**config.mk**
```make
export PLATFORM = sky130hd
export DESIGN_NAME = rss_top
export DESIGN_NICKNAME = d
export VERILOG_FILES = /design/src/shared/rss_pkg.sv /design/src/hdl/rss_countdown.sv /design/src/hdl/rss_eeprom_probe.sv /design/src/hdl/rss_top.sv
export SDC_FILE = /design/constraint.sdc
export NUM_CORES = 1
export LEC_CHECK = 0
export ABC_AREA = 1
export BUFFER_PORTS_ARGS = -buffer_cell sky130_fd_sc_hd__buf_2
export CAP_MARGIN = 20
export CORE_UTILIZATION = 45
export CTS_BUF_LIST = sky130_fd_sc_hd__clkbuf_2
export DETAILED_ROUTE_END_ITERATION = 8
export GPL_TIMING_DRIVEN = 0
export HOLD_SLACK_MARGIN = 0.05
export SLEW_MARGIN = 20
export SYNTH_ARGS = -nofsm -noshare
export SYNTH_HDL_FRONTEND = slang
export SYNTH_SLANG_ARGS = --single-unit
```
**constraint.sdc**
```tcl
create_clock -name clk -period 7.3 [get_ports clk]
set_input_delay 0 -clock clk [delete_from_list [all_inputs] [get_ports clk]]
set_output_delay 0 -clock clk [all_outputs]
set_load 0.03 [all_outputs]
```
**src/shared/rss_pkg.sv**
```systemverilog
// Functional notes
// - five reset sources; power-on and hard reset clear everything, relatch straps.
// - soft reset clears bus, MAC layer, MAC; reloads EEPROM; spares PLL, PHY, exempt.
// - power-on holds internal reset for about 22 ms.
// - ready reads 0 during power-on reset, then sets; configuration allowed after.
// - hard reset input low starts full reset; ready 0 until it completes.
// - hard reset input is pulled up, inactive when unconnected.
// - after wake test write, ready sets within 2 ms.
// - hardware config bit 0 starts soft reset, self clears after about 2 us.
// - power control bit 10 resets PHY only, self clears after about 100 us.
// - PHY basic control bit 15 resets PHY only, self clears when done.
// - after full or soft reset, probe EEPROM while holding busy indication.
// - in sleep, any write to wake test register wakes the device.
package rss_pkg;
   localparam int CLK_MHZ = 100;
   localparam int TMR_W = 22;
   localparam int POR_TIME_MS = 22;
   localparam int POR_CYCLES = POR_TIME_MS * 1000 * CLK_MHZ;
   localparam int HARD_TIME_NS = 2000;
   localparam int HARD_CYCLES = (HARD_TIME_NS * CLK_MHZ + 999) / 1000;
   localparam int SOFT_TIME_NS = 2000;
   localparam int SOFT_CYCLES = (SOFT_TIME_NS * CLK_MHZ + 999) / 1000;
   localparam int PHY_TIME_US = 100;
   localparam int PHY_CYCLES = PHY_TIME_US * CLK_MHZ;
   localparam int WAKE_TIME_MS = 2;
   localparam int WAKE_CYCLES = WAKE_TIME_MS * 1000 * CLK_MHZ;
   localparam int PROBE_TIME_US = 10;
   localparam int PROBE_CYCLES = PROBE_TIME_US * CLK_MHZ;
   localparam int STRAP_W = 4;
   localparam logic [7:0] HARDWARE_CONFIG_OFS = 8'h00;
   localparam logic [7:0] PMC_OFS = 8'h04;
   localparam logic [7:0] WAKE_TEST_OFS = 8'h08;
   localparam logic [7:0] EEPROM_CMD_OFS = 8'h0C;
   localparam logic [7:0] PHY_BCR_OFS = 8'h10;
   localparam logic [7:0] RST_STAT_OFS = 8'h14;
   localparam int SOFT_RESET_POS = 0;
   localparam int GEN_CFG_LSB = 4;
   localparam int EXEMPT_LSB = 16;
   localparam int READY_POS = 0;
   localparam int PHY_RST_POS = 10;
   localparam int PM_MODE_LSB = 12;
   localparam int EEPROM_FOUND_POS = 8;
   localparam int EEPROM_BUSY_POS = 31;
   localparam int PHY_BCR_RST_POS = 15;
   localparam int DOMAIN_LSB = 8;
   localparam logic [3:0] GEN_CFG_RST = 4'h0;
   localparam logic [7:0] EXEMPT_RST = 8'h00;
   localparam logic [1:0] PM_MODE_RST = 2'h0;
   // arbitrary fixed pattern, lets software check bus wiring
   localparam logic [31:0] WAKE_TEST_VALUE = 32'hA5C3_0F96;

   typedef struct packed {
      logic cyc;
      logic stb;
      logic we;
      logic [7:0] adr;
      logic [3:0] sel;
      logic [31:0] dat;
   } rss_wb_req_t;

   typedef struct packed {
      logic pll;
      logic host_bus;
      logic exempt;
      logic mac_if;
      logic mac;
      logic phy;
   } rss_domain_t;

   typedef enum logic [2:0] {
      SEQ_FULL_HOLD,
      SEQ_FULL_TIMING,
      SEQ_RUN,
      SEQ_SOFT,
      SEQ_SLEEP,
      SEQ_WAKE
   } rss_seq_t;
endpackage : rss_pkg

```
**src/hdl/rss_countdown.sv**
```systemverilog
`timescale 1ns/1ps
module rss_countdown
(
   input wire logic clk,
   input wire logic rst,
   input wire logic load,
   input wire logic [rss_pkg::TMR_W-1:0] value,
   output logic busy,
   output logic done
);
   import rss_pkg::*;
   logic [TMR_W-1:0] count_reg;
   logic done_reg;

   always_ff @(posedge clk or posedge rst)
   begin
      if (rst)
         count_reg <= '0;
      else if (load)
         count_reg <= value;
      else if (count_reg != '0)
         count_reg <= count_reg - 1'b1;
   end

   always_ff @(posedge clk or posedge rst)
   begin
      if (rst)
         done_reg <= 1'b0;
      else
         done_reg <= (count_reg == TMR_W'(1)) & ~load;
   end

   assign busy = (count_reg != '0);
   assign done = done_reg;
endmodule : rss_countdown

```
**src/hdl/rss_eeprom_probe.sv**
```systemverilog
`timescale 1ns/1ps
module rss_eeprom_probe
(
   input wire logic clk,
   input wire logic rst,
   input wire logic start,
   input wire logic detect,
   output logic busy,
   output logic found
);
   import rss_pkg::*;
   logic [TMR_W-1:0] cnt_reg;
   logic busy_reg;
   logic found_reg;

   always_ff @(posedge clk or posedge rst)
   begin
      if (rst)
         cnt_reg <= '0;
      else if (start)
         cnt_reg <= TMR_W'(PROBE_CYCLES);
      else if (cnt_reg != '0)
         cnt_reg <= cnt_reg - 1'b1;
   end

   always_ff @(posedge clk or posedge rst)
   begin
      if (rst)
         busy_reg <= 1'b0;
      else if (start)
         busy_reg <= 1'b1;
      else if (cnt_reg == TMR_W'(1))
         busy_reg <= 1'b0;
   end

   // presence sampled at the end of the probe window only
   always_ff @(posedge clk or posedge rst)
   begin
      if (rst)
         found_reg <= 1'b0;
      else if (busy_reg && cnt_reg == TMR_W'(1))
         found_reg <= detect;
   end

   assign busy = busy_reg;
   assign found = found_reg;
endmodule : rss_eeprom_probe

```
**src/hdl/rss_top.sv**
```systemverilog
// The implementer's own choices: the Wishbone interface to the registers and the register offsets.
`timescale 1ns/1ps
module rss_top
#(
   parameter int POR_CYCLES = rss_pkg::POR_CYCLES,
   parameter int PHY_CYCLES = rss_pkg::PHY_CYCLES,
   parameter int WAKE_CYCLES = rss_pkg::WAKE_CYCLES
)
(
   input wire logic clk,
   input wire logic rst,
   input wire logic hard_reset_in_n,
   input wire logic [rss_pkg::STRAP_W-1:0] strap_in,
   input wire logic eeprom_detect,
   input wire rss_pkg::rss_wb_req_t wb_req,
   output logic wb_ack,
   output logic [31:0] wb_rdata,
   output rss_pkg::rss_domain_t domain_reset,
   output logic ready,
   output logic eeprom_busy,
   output logic [rss_pkg::STRAP_W-1:0] strap_latched
);
   import rss_pkg::*;

   function automatic logic reg_hit(input logic [7:0] adr, input logic [7:0] ofs);
      reg_hit = (adr[7:2] == ofs[7:2]);
   endfunction : reg_hit

   function automatic logic lane_on(input logic [3:0] sel, input int pos);
      logic [1:0] lane;
      lane = 2'(pos / 8);
      lane_on = sel[lane];
   endfunction : lane_on

   rss_seq_t seq_reg;
   rss_seq_t seq_next;
   logic por_pending_reg;
   logic ack_reg;
   logic [31:0] rdata_reg;
   logic [31:0] rdata_next;
   rss_domain_t domain_reg;
   rss_domain_t domain_next;
   logic ready_reg;
   logic eeprom_busy_reg;
   logic [STRAP_W-1:0] strap_reg;
   logic [3:0] gen_cfg_reg;
   logic [7:0] exempt_reg;
   logic [1:0] pm_mode_reg;
   logic phy_pmc_reg;
   logic phy_bcr_reg;

   logic hard_low;
   logic req;
   logic wr;
   logic run_wr;
   logic full_act;
   logic soft_go;
   logic sleep_go;
   logic wake_go;
   logic phy_pmc_go;
   logic phy_bcr_go;
   logic full_load;
   logic soft_load;
   logic wake_load;
   logic phy_load;
   logic [TMR_W-1:0] full_value;
   logic full_busy;
   logic full_done;
   logic soft_busy;
   logic soft_done;
   logic phy_busy;
   logic phy_done;
   logic wake_busy;
   logic wake_done;
   logic probe_start;
   logic probe_busy;
   logic probe_found;

   // pad pull-up keeps an open input high, so only a real low resets
   assign hard_low = ~hard_reset_in_n;

   assign req = wb_req.cyc & wb_req.stb & ~ack_reg;
   assign wr = req & wb_req.we;
   // host bus is in reset or asleep outside run: writes have no effect, except the wake test write in sleep
   assign run_wr = wr & (seq_reg == SEQ_RUN) & ~hard_low;
   assign full_act = (seq_reg == SEQ_FULL_HOLD) || (seq_reg == SEQ_FULL_TIMING);

   assign soft_go = run_wr & reg_hit(wb_req.adr, HARDWARE_CONFIG_OFS)
      & lane_on(wb_req.sel, SOFT_RESET_POS) & wb_req.dat[SOFT_RESET_POS];
   assign sleep_go = run_wr & reg_hit(wb_req.adr, PMC_OFS)
      & lane_on(wb_req.sel, PM_MODE_LSB)
      & (wb_req.dat[PM_MODE_LSB+:2] != 2'h0);
   // any data, any lanes: the write itself is the wake request
   assign wake_go = wr & reg_hit(wb_req.adr, WAKE_TEST_OFS)
      & (seq_reg == SEQ_SLEEP) & ~hard_low;
   assign phy_pmc_go = run_wr & reg_hit(wb_req.adr, PMC_OFS)
      & lane_on(wb_req.sel, PHY_RST_POS) & wb_req.dat[PHY_RST_POS];
   assign phy_bcr_go = run_wr & reg_hit(wb_req.adr, PHY_BCR_OFS)
      & lane_on(wb_req.sel, PHY_BCR_RST_POS) & wb_req.dat[PHY_BCR_RST_POS];

   // the full timer starts only once the asserting source lets go
   assign full_load = (seq_reg == SEQ_FULL_HOLD) & ~hard_low;
   assign full_value = por_pending_reg ? TMR_W'(POR_CYCLES)
      : TMR_W'(HARD_CYCLES);
   assign soft_load = soft_go;
   assign wake_load = wake_go;
   // a second request during a running PHY reset is absorbed, not restarted
   assign phy_load = (phy_pmc_go | phy_bcr_go) & ~phy_busy;
   assign probe_start = (full_done & (seq_reg == SEQ_FULL_TIMING))
      | (soft_done & (seq_reg == SEQ_SOFT));

   rss_countdown u_full_tmr
   (
      .clk(clk),
      .rst(rst),
      .load(full_load),
      .value(full_value),
      .busy(full_busy),
      .done(full_done)
   );

   rss_countdown u_soft_tmr
   (
      .clk(clk),
      .rst(rst),
      .load(soft_load),
      .value(TMR_W'(SOFT_CYCLES)),
      .busy(soft_busy),
      .done(soft_done)
   );

   rss_countdown u_phy_tmr
   (
      .clk(clk),
      .rst(rst),
      .load(phy_load),
      .value(TMR_W'(PHY_CYCLES)),
      .busy(phy_busy),
      .done(phy_done)
   );

   rss_countdown u_wake_tmr
   (
      .clk(clk),
      .rst(rst),
      .load(wake_load),
      .value(TMR_W'(WAKE_CYCLES)),
      .busy(wake_busy),
      .done(wake_done)
   );

   rss_eeprom_probe u_probe
   (
      .clk(clk),
      .rst(rst),
      .start(probe_start),
      .detect(eeprom_detect),
      .busy(probe_busy),
      .found(probe_found)
   );

   always_comb
   begin
      seq_next = seq_reg;
      case (seq_reg)
         SEQ_FULL_HOLD:
            if (!hard_low)
               seq_next = SEQ_FULL_TIMING;
         SEQ_FULL_TIMING:
            if (full_done)
               seq_next = SEQ_RUN;
         SEQ_RUN:
            if (soft_go)
               seq_next = SEQ_SOFT;
            else if (sleep_go)
               seq_next = SEQ_SLEEP;
         SEQ_SOFT:
            if (soft_done)
               seq_next = SEQ_RUN;
         SEQ_SLEEP:
            if (wake_go)
               seq_next = SEQ_WAKE;
         SEQ_WAKE:
            if (wake_done)
               seq_next = SEQ_RUN;
         default:
            seq_next = SEQ_FULL_HOLD;
      endcase
      if (hard_low)
         seq_next = SEQ_FULL_HOLD;
   end

   always_ff @(posedge clk or posedge rst)
   begin
      if (rst)
         seq_reg <= SEQ_FULL_HOLD;
      else
         seq_reg <= seq_next;
   end

   // first full sequence after power-up uses the long power-on time
   always_ff @(posedge clk or posedge rst)
   begin
      if (rst)
         por_pending_reg <= 1'b1;
      else if (full_load)
         por_pending_reg <= 1'b0;
   end

   // ready follows entry into run; cleared by full or soft reset or sleep, not by PHY reset
   always_ff @(posedge clk or posedge rst)
   begin
      if (rst)
         ready_reg <= 1'b0;
      else
         ready_reg <= (seq_next == SEQ_RUN);
   end

   always_ff @(posedge clk or posedge rst)
   begin
      if (rst)
         strap_reg <= '0;
      else if (full_load)
         strap_reg <= strap_in;
   end

   always_ff @(posedge clk or posedge rst)
   begin
      if (rst)
         gen_cfg_reg <= GEN_CFG_RST;
      else if (full_act || seq_reg == SEQ_SOFT)
         gen_cfg_reg <= GEN_CFG_RST;
      else if (run_wr && reg_hit(wb_req.adr, HARDWARE_CONFIG_OFS)
               && lane_on(wb_req.sel, GEN_CFG_LSB))
         gen_cfg_reg <= wb_req.dat[GEN_CFG_LSB+:4];
   end

   // exempt bits survive a soft reset
   always_ff @(posedge clk or posedge rst)
   begin
      if (rst)
         exempt_reg <= EXEMPT_RST;
      else if (full_act)
         exempt_reg <= EXEMPT_RST;
      else if (run_wr && reg_hit(wb_req.adr, HARDWARE_CONFIG_OFS)
               && lane_on(wb_req.sel, EXEMPT_LSB))
         exempt_reg <= wb_req.dat[EXEMPT_LSB+:8];
   end

   always_ff @(posedge clk or posedge rst)
   begin
      if (rst)
         pm_mode_reg <= PM_MODE_RST;
      else if (full_act || wake_load)
         pm_mode_reg <= PM_MODE_RST;
      else if (sleep_go && !soft_go)
         pm_mode_reg <= wb_req.dat[PM_MODE_LSB+:2];
   end

   // set wins: a new request in the cycle of a done restarts the bit
   always_ff @(posedge clk or posedge rst)
   begin
      if (rst)
         phy_pmc_reg <= 1'b0;
      else if (full_act)
         phy_pmc_reg <= 1'b0;
      else if (phy_load && phy_pmc_go)
         phy_pmc_reg <= 1'b1;
      else if (phy_done)
         phy_pmc_reg <= 1'b0;
   end

   always_ff @(posedge clk or posedge rst)
   begin
      if (rst)
         phy_bcr_reg <= 1'b0;
      else if (full_act)
         phy_bcr_reg <= 1'b0;
      else if (phy_load && phy_bcr_go)
         phy_bcr_reg <= 1'b1;
      else if (phy_done)
         phy_bcr_reg <= 1'b0;
   end

   always_comb
   begin
      domain_next.pll = full_act;
      domain_next.host_bus = full_act | (seq_reg == SEQ_SOFT);
      domain_next.exempt = full_act;
      domain_next.mac_if = full_act | (seq_reg == SEQ_SOFT);
      domain_next.mac = full_act | (seq_reg == SEQ_SOFT);
      domain_next.phy = full_act | phy_busy | phy_load;
   end

   always_ff @(posedge clk or posedge rst)
   begin
      if (rst)
         domain_reg <= '1;
      else
         domain_reg <= domain_next;
   end

   // busy from the moment a reset starts, so it never reads clear early
   always_ff @(posedge clk or posedge rst)
   begin
      if (rst)
         eeprom_busy_reg <= 1'b1;
      else
         eeprom_busy_reg <= full_act | (seq_reg == SEQ_SOFT)
            | probe_start | probe_busy;
   end

   always_comb
   begin
      rdata_next = 32'h0000_0000;
      if (reg_hit(wb_req.adr, HARDWARE_CONFIG_OFS))
      begin
         rdata_next[SOFT_RESET_POS] = (seq_reg == SEQ_SOFT);
         rdata_next[GEN_CFG_LSB+:4] = gen_cfg_reg;
         rdata_next[EXEMPT_LSB+:8] = exempt_reg;
      end
      else if (reg_hit(wb_req.adr, PMC_OFS))
      begin
         rdata_next[READY_POS] = ready_reg;
         rdata_next[PHY_RST_POS] = phy_pmc_reg;
         rdata_next[PM_MODE_LSB+:2] = pm_mode_reg;
      end
      else if (reg_hit(wb_req.adr, WAKE_TEST_OFS))
         rdata_next = WAKE_TEST_VALUE;
      else if (reg_hit(wb_req.adr, EEPROM_CMD_OFS))
      begin
         rdata_next[EEPROM_BUSY_POS] = eeprom_busy_reg;
         rdata_next[EEPROM_FOUND_POS] = probe_found;
      end
      else if (reg_hit(wb_req.adr, PHY_BCR_OFS))
         rdata_next[PHY_BCR_RST_POS] = phy_bcr_reg;
      else if (reg_hit(wb_req.adr, RST_STAT_OFS))
      begin
         rdata_next[STRAP_W-1:0] = strap_reg;
         rdata_next[DOMAIN_LSB+:6] = domain_reg;
      end
   end

   // ack answers every address, even during reset, so ready stays pollable
   always_ff @(posedge clk or posedge rst)
   begin
      if (rst)
         ack_reg <= 1'b0;
      else
         ack_reg <= req;
   end

   always_ff @(posedge clk or posedge rst)
   begin
      if (rst)
         rdata_reg <= 32'h0000_0000;
      else if (req && !wb_req.we)
         rdata_reg <= rdata_next;
   end

   assign wb_ack = ack_reg;
   assign wb_rdata = rdata_reg;
   assign domain_reset = domain_reg;
   assign ready = ready_reg;
   assign eeprom_busy = eeprom_busy_reg;
   assign strap_latched = strap_reg;
endmodule : rss_top

```
**Word level (Yosys, flattened, before mapping)**

Index checks and enable logic that the tools add are counted.

- $add $sub $neg: 5
- Eq/ne operators: 16
- Mux-type cells: 60
- Bitwise logic cells: 39
- Reduce and logical (&&, ||, !) cells: 32

Operators with widths:

| cell | number |
|---|---|
| 22-bit 2-to-1 mux | 11 |
| 22-bit by 1-bit equality test with 1-bit output, second input constant | 5 |
| 22-bit nonzero test | 5 |
| 22-bit by 1-bit subtractor with 22-bit output, second input constant | 5 |
| 8-bit 2-to-1 mux | 5 |
| 4-bit 2-to-1 mux | 8 |
| 1-bit bitwise AND | 26 |
| 3-bit 2-to-1 mux | 8 |
| 2-bit nonzero test | 10 |
| 18-bit 2-to-1 mux | 1 |
| 6-bit 2-to-1 mux | 3 |
| 3-bit one-hot mux with 6 select lines | 1 |
| 1-bit 2-to-1 mux | 17 |
| 14-bit 2-to-1 mux | 1 |
| 6-bit by 2-bit equality test with 1-bit output, second input constant | 2 |
| 6-bit by 3-bit equality test with 1-bit output, second input constant | 2 |
| 3-bit by 2-bit equality test with 1-bit output, second input constant | 3 |
| 9-bit 2-to-1 mux | 1 |
| 1-bit logical AND | 8 |
| 1-bit bitwise OR | 7 |
| 3-bit equality test, second input constant | 2 |
| 6-bit by 1-bit equality test with 1-bit output, second input constant | 1 |
| 6-bit logical NOT | 1 |
| 2-bit 2-to-1 mux | 3 |
| other kinds (7) | 16 |

- Bits in registers: 178
- Output and inout port bits: 45
- Logic and storage cells: 178

**Logic depth before layout (Yosys ltp)**

- Depth in word-level cells: 13
- Gate-level depth with buffers: 11
- Mapped depth without buffers: 11

**Modules after synthesis**

Synthesis repeated with hierarchy kept, for this count alone.

- Cells, all modules: 1346
- Area total of the unflattened synthesis: 10025.9 um2

By module, submodules not included:

| module | times used | cells an instance | area an instance (um2) | sequential area each (um2) |
|---|---|---|---|---|
| rss_countdown | 4 | 212 | 1491.4 | 575.6 |
| rss_top | 1 | 297 | 2627.5 | 1382.6 |
| rss_eeprom_probe | 1 | 201 | 1432.6 | 600.6 |

**Worst setup path after synthesis**

No wires, ideal clock.

- Kind: register to register
- Start point: reg u_full_tmr.count_reg[0]
- End point: reg u_full_tmr.count_reg[10]
- Arrival time: 1596 ps
- Required time: 7165 ps
- Setup slack: 5569 ps
- Cell stages (with the launch flop): 11
- Clock period less this slack: 1731 ps
- Path through: dfrtp_1 inv_1 ha_1 nand3_1 nor2_2 nand2_1 inv_1 nand3_2 inv_2 buf_4 nor3_1

- Word-level cells in the longest chain between the ends: 3
- Elaborated cells between the ends (all ways): 5
- Those cells by class: add/sub (1); mux (2); reduce/logical (2)

RTL lines:

| item | RTL line | text |
|---|---|---|
| from (decl) | rss_countdown.sv:12 | `logic [TMR_W-1:0] count_reg;` |
| from (signal assigned) | rss_countdown.sv:20 | `count_reg <= value;` |
| from (signal assigned) | rss_countdown.sv:22 | `count_reg <= count_reg - 1'b1;` |
| 22-bit by 1-bit subtractor with 22-bit output | rss_countdown.sv:22 |  |
| 22-bit 2-to-1 mux | rss_countdown.sv:21 | `else if (count_reg != '0)` |
| 22-bit 2-to-1 mux | rss_countdown.sv:19 | `else if (load)` |

Several ways; a longest one is shown, not always the timed one. The select of a mux whose other input is x is not followed.
A chain may end at the register's enable or synchronous reset.

**Worst setup path in the final report**

- Start point: reg ack_reg (netlist: wb_ack)
- End point: reg exempt_reg[7]

- Word-level cells in the longest chain between the ends: 8

RTL lines:

| item | RTL line | text |
|---|---|---|
| from (decl) | rss_top.sv:38 | `logic ack_reg;` |
| from (signal assigned) | rss_top.sv:350 | `ack_reg <= req;` |
| 1-bit NOT | rss_top.sv:82 | `assign req = wb_req.cyc & wb_req.stb & ~ack_reg;` |
| 1-bit bitwise AND | rss_top.sv:82 |  |
| 1-bit bitwise AND | rss_top.sv:83 | `assign wr = req & wb_req.we;` |
| 1-bit bitwise AND (2 in series) | rss_top.sv:85 | `assign run_wr = wr & (seq_reg == SEQ_RUN) & ~hard_low;` |
| 1-bit logical AND | rss_top.sv:245 | `else if (run_wr && reg_hit(wb_req.adr, HARDWARE_CONFIG_OFS)` |
| 1-bit logical AND | rss_top.sv:246 | `&& lane_on(wb_req.sel, EXEMPT_LSB))` |
| 2-bit nonzero test (no line) | -- |  |
| to (signal assigned) | rss_top.sv:247 | `exempt_reg <= wb_req.dat[EXEMPT_LSB+:8];` |
| to (decl) | rss_top.sv:47 | `logic [7:0] exempt_reg;` |

No other way between the ends.

==> run_results.csv <==
group,metric,value,unit
outcome,outcome,"completed",
global_route,grt_usage,23.3,%
setup_path,worstPathArrival,4.22,ns
yosys,ys_ff_latch,171,
yosys,synthDistinctLibCells,38,
route,vias,8228,
cts,post_cts_buffers,0,
cts,cts.sinks,171,
setup_path,end_kind,"flip-flop",
route,wl,22700,um
cts,cts-root-buf,"clkbuf_2",
cts,cts.clk_slew.worst_paths,0.29,ns
die,coreArea,0.0196,mm2
route,firstDrtPassIters,5,
layout,nNetsFinal,1441,
setup_path,critPathKind,"reg -> reg",
die,io_pins,100,
cts,htreeDepth,4,
layout,syn_to_final_growth,22.4,%
setup_path,cpMaxStageDelayCell,"dlygate4sd3_1",
power,p_leak,5.49,nW
cts,cts_tree,"built",
die,initial_core_util,46.3,%
cts,clockBufferDepth,2,
setup_path,required,8.04,ns
worst_hold_path,hold_class,"in -> reg",
route,drc,0,
global_route,grt_antenna_before_repair,1,
yosys,syn_area,0.00907,mm2
yosys,yosysWarnings,0,
sta,tns,0,ns
sta,setup_viol,0,
layout,drive_gt1_share,12.6,%
layout,largest_reg_flops,25,
cts,clk_latency,0.77,ns
power,vdd_ir_drop_max,135,uV
global_route,grt_pass1_wl,37700,um
global_route,grt_remaining_overflow,0,
global_route,grt_pass1_vias,7948,
placed_design,gp_congestion,0.868,
power,powerDensity,221,mW/mm2
global_route,grt_max_degree,90,
power,finalPower,0.00246,W
sta,finalCritPeriodShare,47.7,%
sta,worstMarginPinSlew,0.685,ns
die,rows,51,
sta,rsz0062_at_grt,"no",
sta,slew_headroom,54.3,%
placed_design,io_buffers,76,
job,drv_cap,0,
route,via_per_inst,4.97,
route,postRouteAntennaNets,0,
setup_path,cp_num_cells,11,
die,fp.dieW,144,um
placed_design,place_hpwl,15700,um
route,wire_per_inst,13.7,um
route,drt_iter0_markers,420,
setup_path,reg2reg_depth,11,
worst_hold_path,min_delay_path_depth,5,
die,fp.dieH,144,um
setup_path,cpLargestDelayFamily,"buffers and inverters",
setup_path,cp_max_fo,10,
sta,finClkSkew,0.0424,ns
sta,min_period,3.48,ns
setup_path,crit_path_frequent_cell,"dlygate4sd3_1",
setup_path,slowest_delay,0.72,ns
sta,hold_viol_final,0,
die,die_area,0.0207,mm2
layout,fillCellCount,1859,
yosys,ys_seq_area_share,47.3,%
setup_path,startpoint_type,"flip-flop",
yosys,syn_avg_cell_area,7.75,um2
setup_path,path_cells,"inv_1, nand4_1, dlygate4sd3_1, nor2_4, nand3_1, nand2_2, buf_4, nand3_1, dlygate4sd3_1, o21ai_0, dlygate4sd3_1",
sta,max_freq,287,MHz
cts,cts_resized,0,
cts,cts_buffers,17,
setup_path,cp_num_buf_inv,5,
sta,slew_violations,0,
yosys,syn_inst,1170,
==> worst reg2reg max path: cells and delay by family, from the launching register on <==
kind,cells,cell delay (ns)
DFF,1,0.43
AOI/OAI and AO/OA,1,0.10
buffers and inverters,5,2.17
and+or+nand+nor,5,0.80
==> metrics by stage <==
step / utilization, % / worst slack, ns / area, um2 / hold WS, ns / std cells
2_1_floorplan: - / 2.68 / 9080 / 0.110 / 1174
3_3_place_gp: 50.0 / 0.615 / 9800 / 0.200 / 1515
3_5_place_dp: 50.2 / 5.11 / 9830 / 0.130 / 1516
4_1_cts: 56.6 / 3.98 / 11100 / 0.122 / 1654
5_1_grt: 56.6 / 3.69 / 11100 / 0.0960 / 1655
6_report: 56.6 / 3.82 / 11100 / 0.190 / 1655
==> cells by family (layout without fill, tap and decap cells) <==
kind of cell	after synthesis	count (layout)	synth area share, %
simple gates	624	624	30.2
buf+inv	186	401	8.31
flops	171	171	47.3
compound gates	121	121	7.33
xor+xnor	57	57	5.50
fa+ha+maj	10	10	1.38
other cells	1	6	0.0414
==> synth_stat cells, drive strengths merged <==
| master | count | area (um2) |
|---|---|---|
| buf | 18 | 123 |
| a21oi | 32 | 164 |
| o211ai | 3 | 22.5 |
| o31ai | 1 | 7.51 |
| nand3 | 99 | 505 |
| o21ai | 67 | 347 |
| nor2 | 213 | 850 |
| nand4 | 29 | 181 |
| nand3b | 6 | 45.0 |
| o22ai | 2 | 12.5 |
| or2 | 9 | 56.3 |
| xor2 | 49 | 429 |
| inv | 160 | 601 |
| a22oi | 2 | 15.0 |
| dfstp | 5 | 131 |
| a211oi | 1 | 7.51 |
| a41oi | 2 | 17.5 |
| clkbuf | 8 | 30.0 |
| conb | 1 | 3.75 |
| nor3 | 41 | 240 |
| ha | 10 | 125 |
| a31oi | 9 | 56.3 |
| nor4 | 1 | 6.26 |
| xnor2 | 8 | 70.1 |
| nand2 | 226 | 853 |
| a21o | 2 | 15.0 |
| dfrtp | 166 | 4150 |
==> cells in the final DEF (no fill, tap or decap), types with 5 or more instances in the layout <==
| master | Yosys | final |
|---|---|---|
| nand3b_1 | 6 | 6 |
| inv_6 | 0 | 5 |
| nor2_1 | 201 | 201 |
| clkbuf_1 | 8 | 8 |
| buf_2 | 5 | 81 |
| ha_1 | 10 | 10 |
| a31oi_1 | 9 | 9 |
| inv_1 | 151 | 150 |
| nor3_2 | 7 | 7 |
| dfstp_2 | 5 | 5 |
| buf_4 | 13 | 13 |
| nand4_1 | 29 | 29 |
| o21ai_0 | 65 | 65 |
| nand3_1 | 97 | 97 |
| conb_1 | 1 | 5 |
| xor2_1 | 49 | 49 |
| dfrtp_1 | 166 | 166 |
| inv_2 | 9 | 9 |
| or2_2 | 8 | 8 |
| xnor2_1 | 8 | 8 |
| clkbuf_2 | 0 | 17 |
| nor3_1 | 34 | 34 |
| dlygate4sd3_1 | 0 | 106 |
| nand2_1 | 224 | 224 |
| nor2_2 | 8 | 8 |
| a21oi_1 | 31 | 31 |
==> what timing repair did <==
action,in CTS,in global routing
endpoints found under the setup margin,0,0
hold buffers,106,0
hold endpoints to repair,278,0
==> cell type report <==
cell class              count  area [um2]  share of cell area, %
clock inverters            15         118                   1.06
repair buffers            183        1470                   13.2
well taps                 265         332                   2.99
flip-flops and latches    171        4290                   38.6
clock buffers              17        85.1                  0.767
diodes                      1        2.50                 0.0226
plain buffers              26         153                   1.38
multi-input cells         817        4050                   36.5
inverters                 160         608                   5.48
==> worst paths after layout <==
| check | start | end | slack (ns) |
|---|---|---|---|
| max in group asynchronous | rst | domain_reset[1]$_DFF_PP1_ | 6.00 |
| max reg2reg | wb_ack$_DFF_PP0_ | exempt_reg[7]$_DFFE_PP0P_ | 3.82 |
| min reg2reg | por_pending_reg$_DFFE_PP1P_ | por_pending_reg$_DFFE_PP1P_ | 0.47 |
| min | wb_req[0] | u_soft_tmr.count_reg[17]$_DFFE_PP0P_ | 0.19 |
| max | wb_ack$_DFF_PP0_ | exempt_reg[7]$_DFFE_PP0P_ | 3.82 |
| min in group asynchronous | rst | u_wake_tmr.count_reg[20]$_DFFE_PP0P_ | 0.42 |
==> power by group <==
group	switching (W)	total (W)	leakage (nW)	internal [W]
clock network	0.000360	0.000457	0.132	0.0000974
logic	0.000440	0.000731	3.21	0.000291
registers	0.000158	0.00127	2.15	0.00111
==> per-layer routing <==
layer / up-vias / GRT usage, % / wire length [um]
li1: 4127 / - / -
met1: 3896 / 30.4 / 10300
met2: 158 / 38.2 / 10800
met3: 47 / 4.30 / 920
met4: 0 / 8.90 / 589
met5: - / 0 / 0
Power figures use the tool's default switching activity.
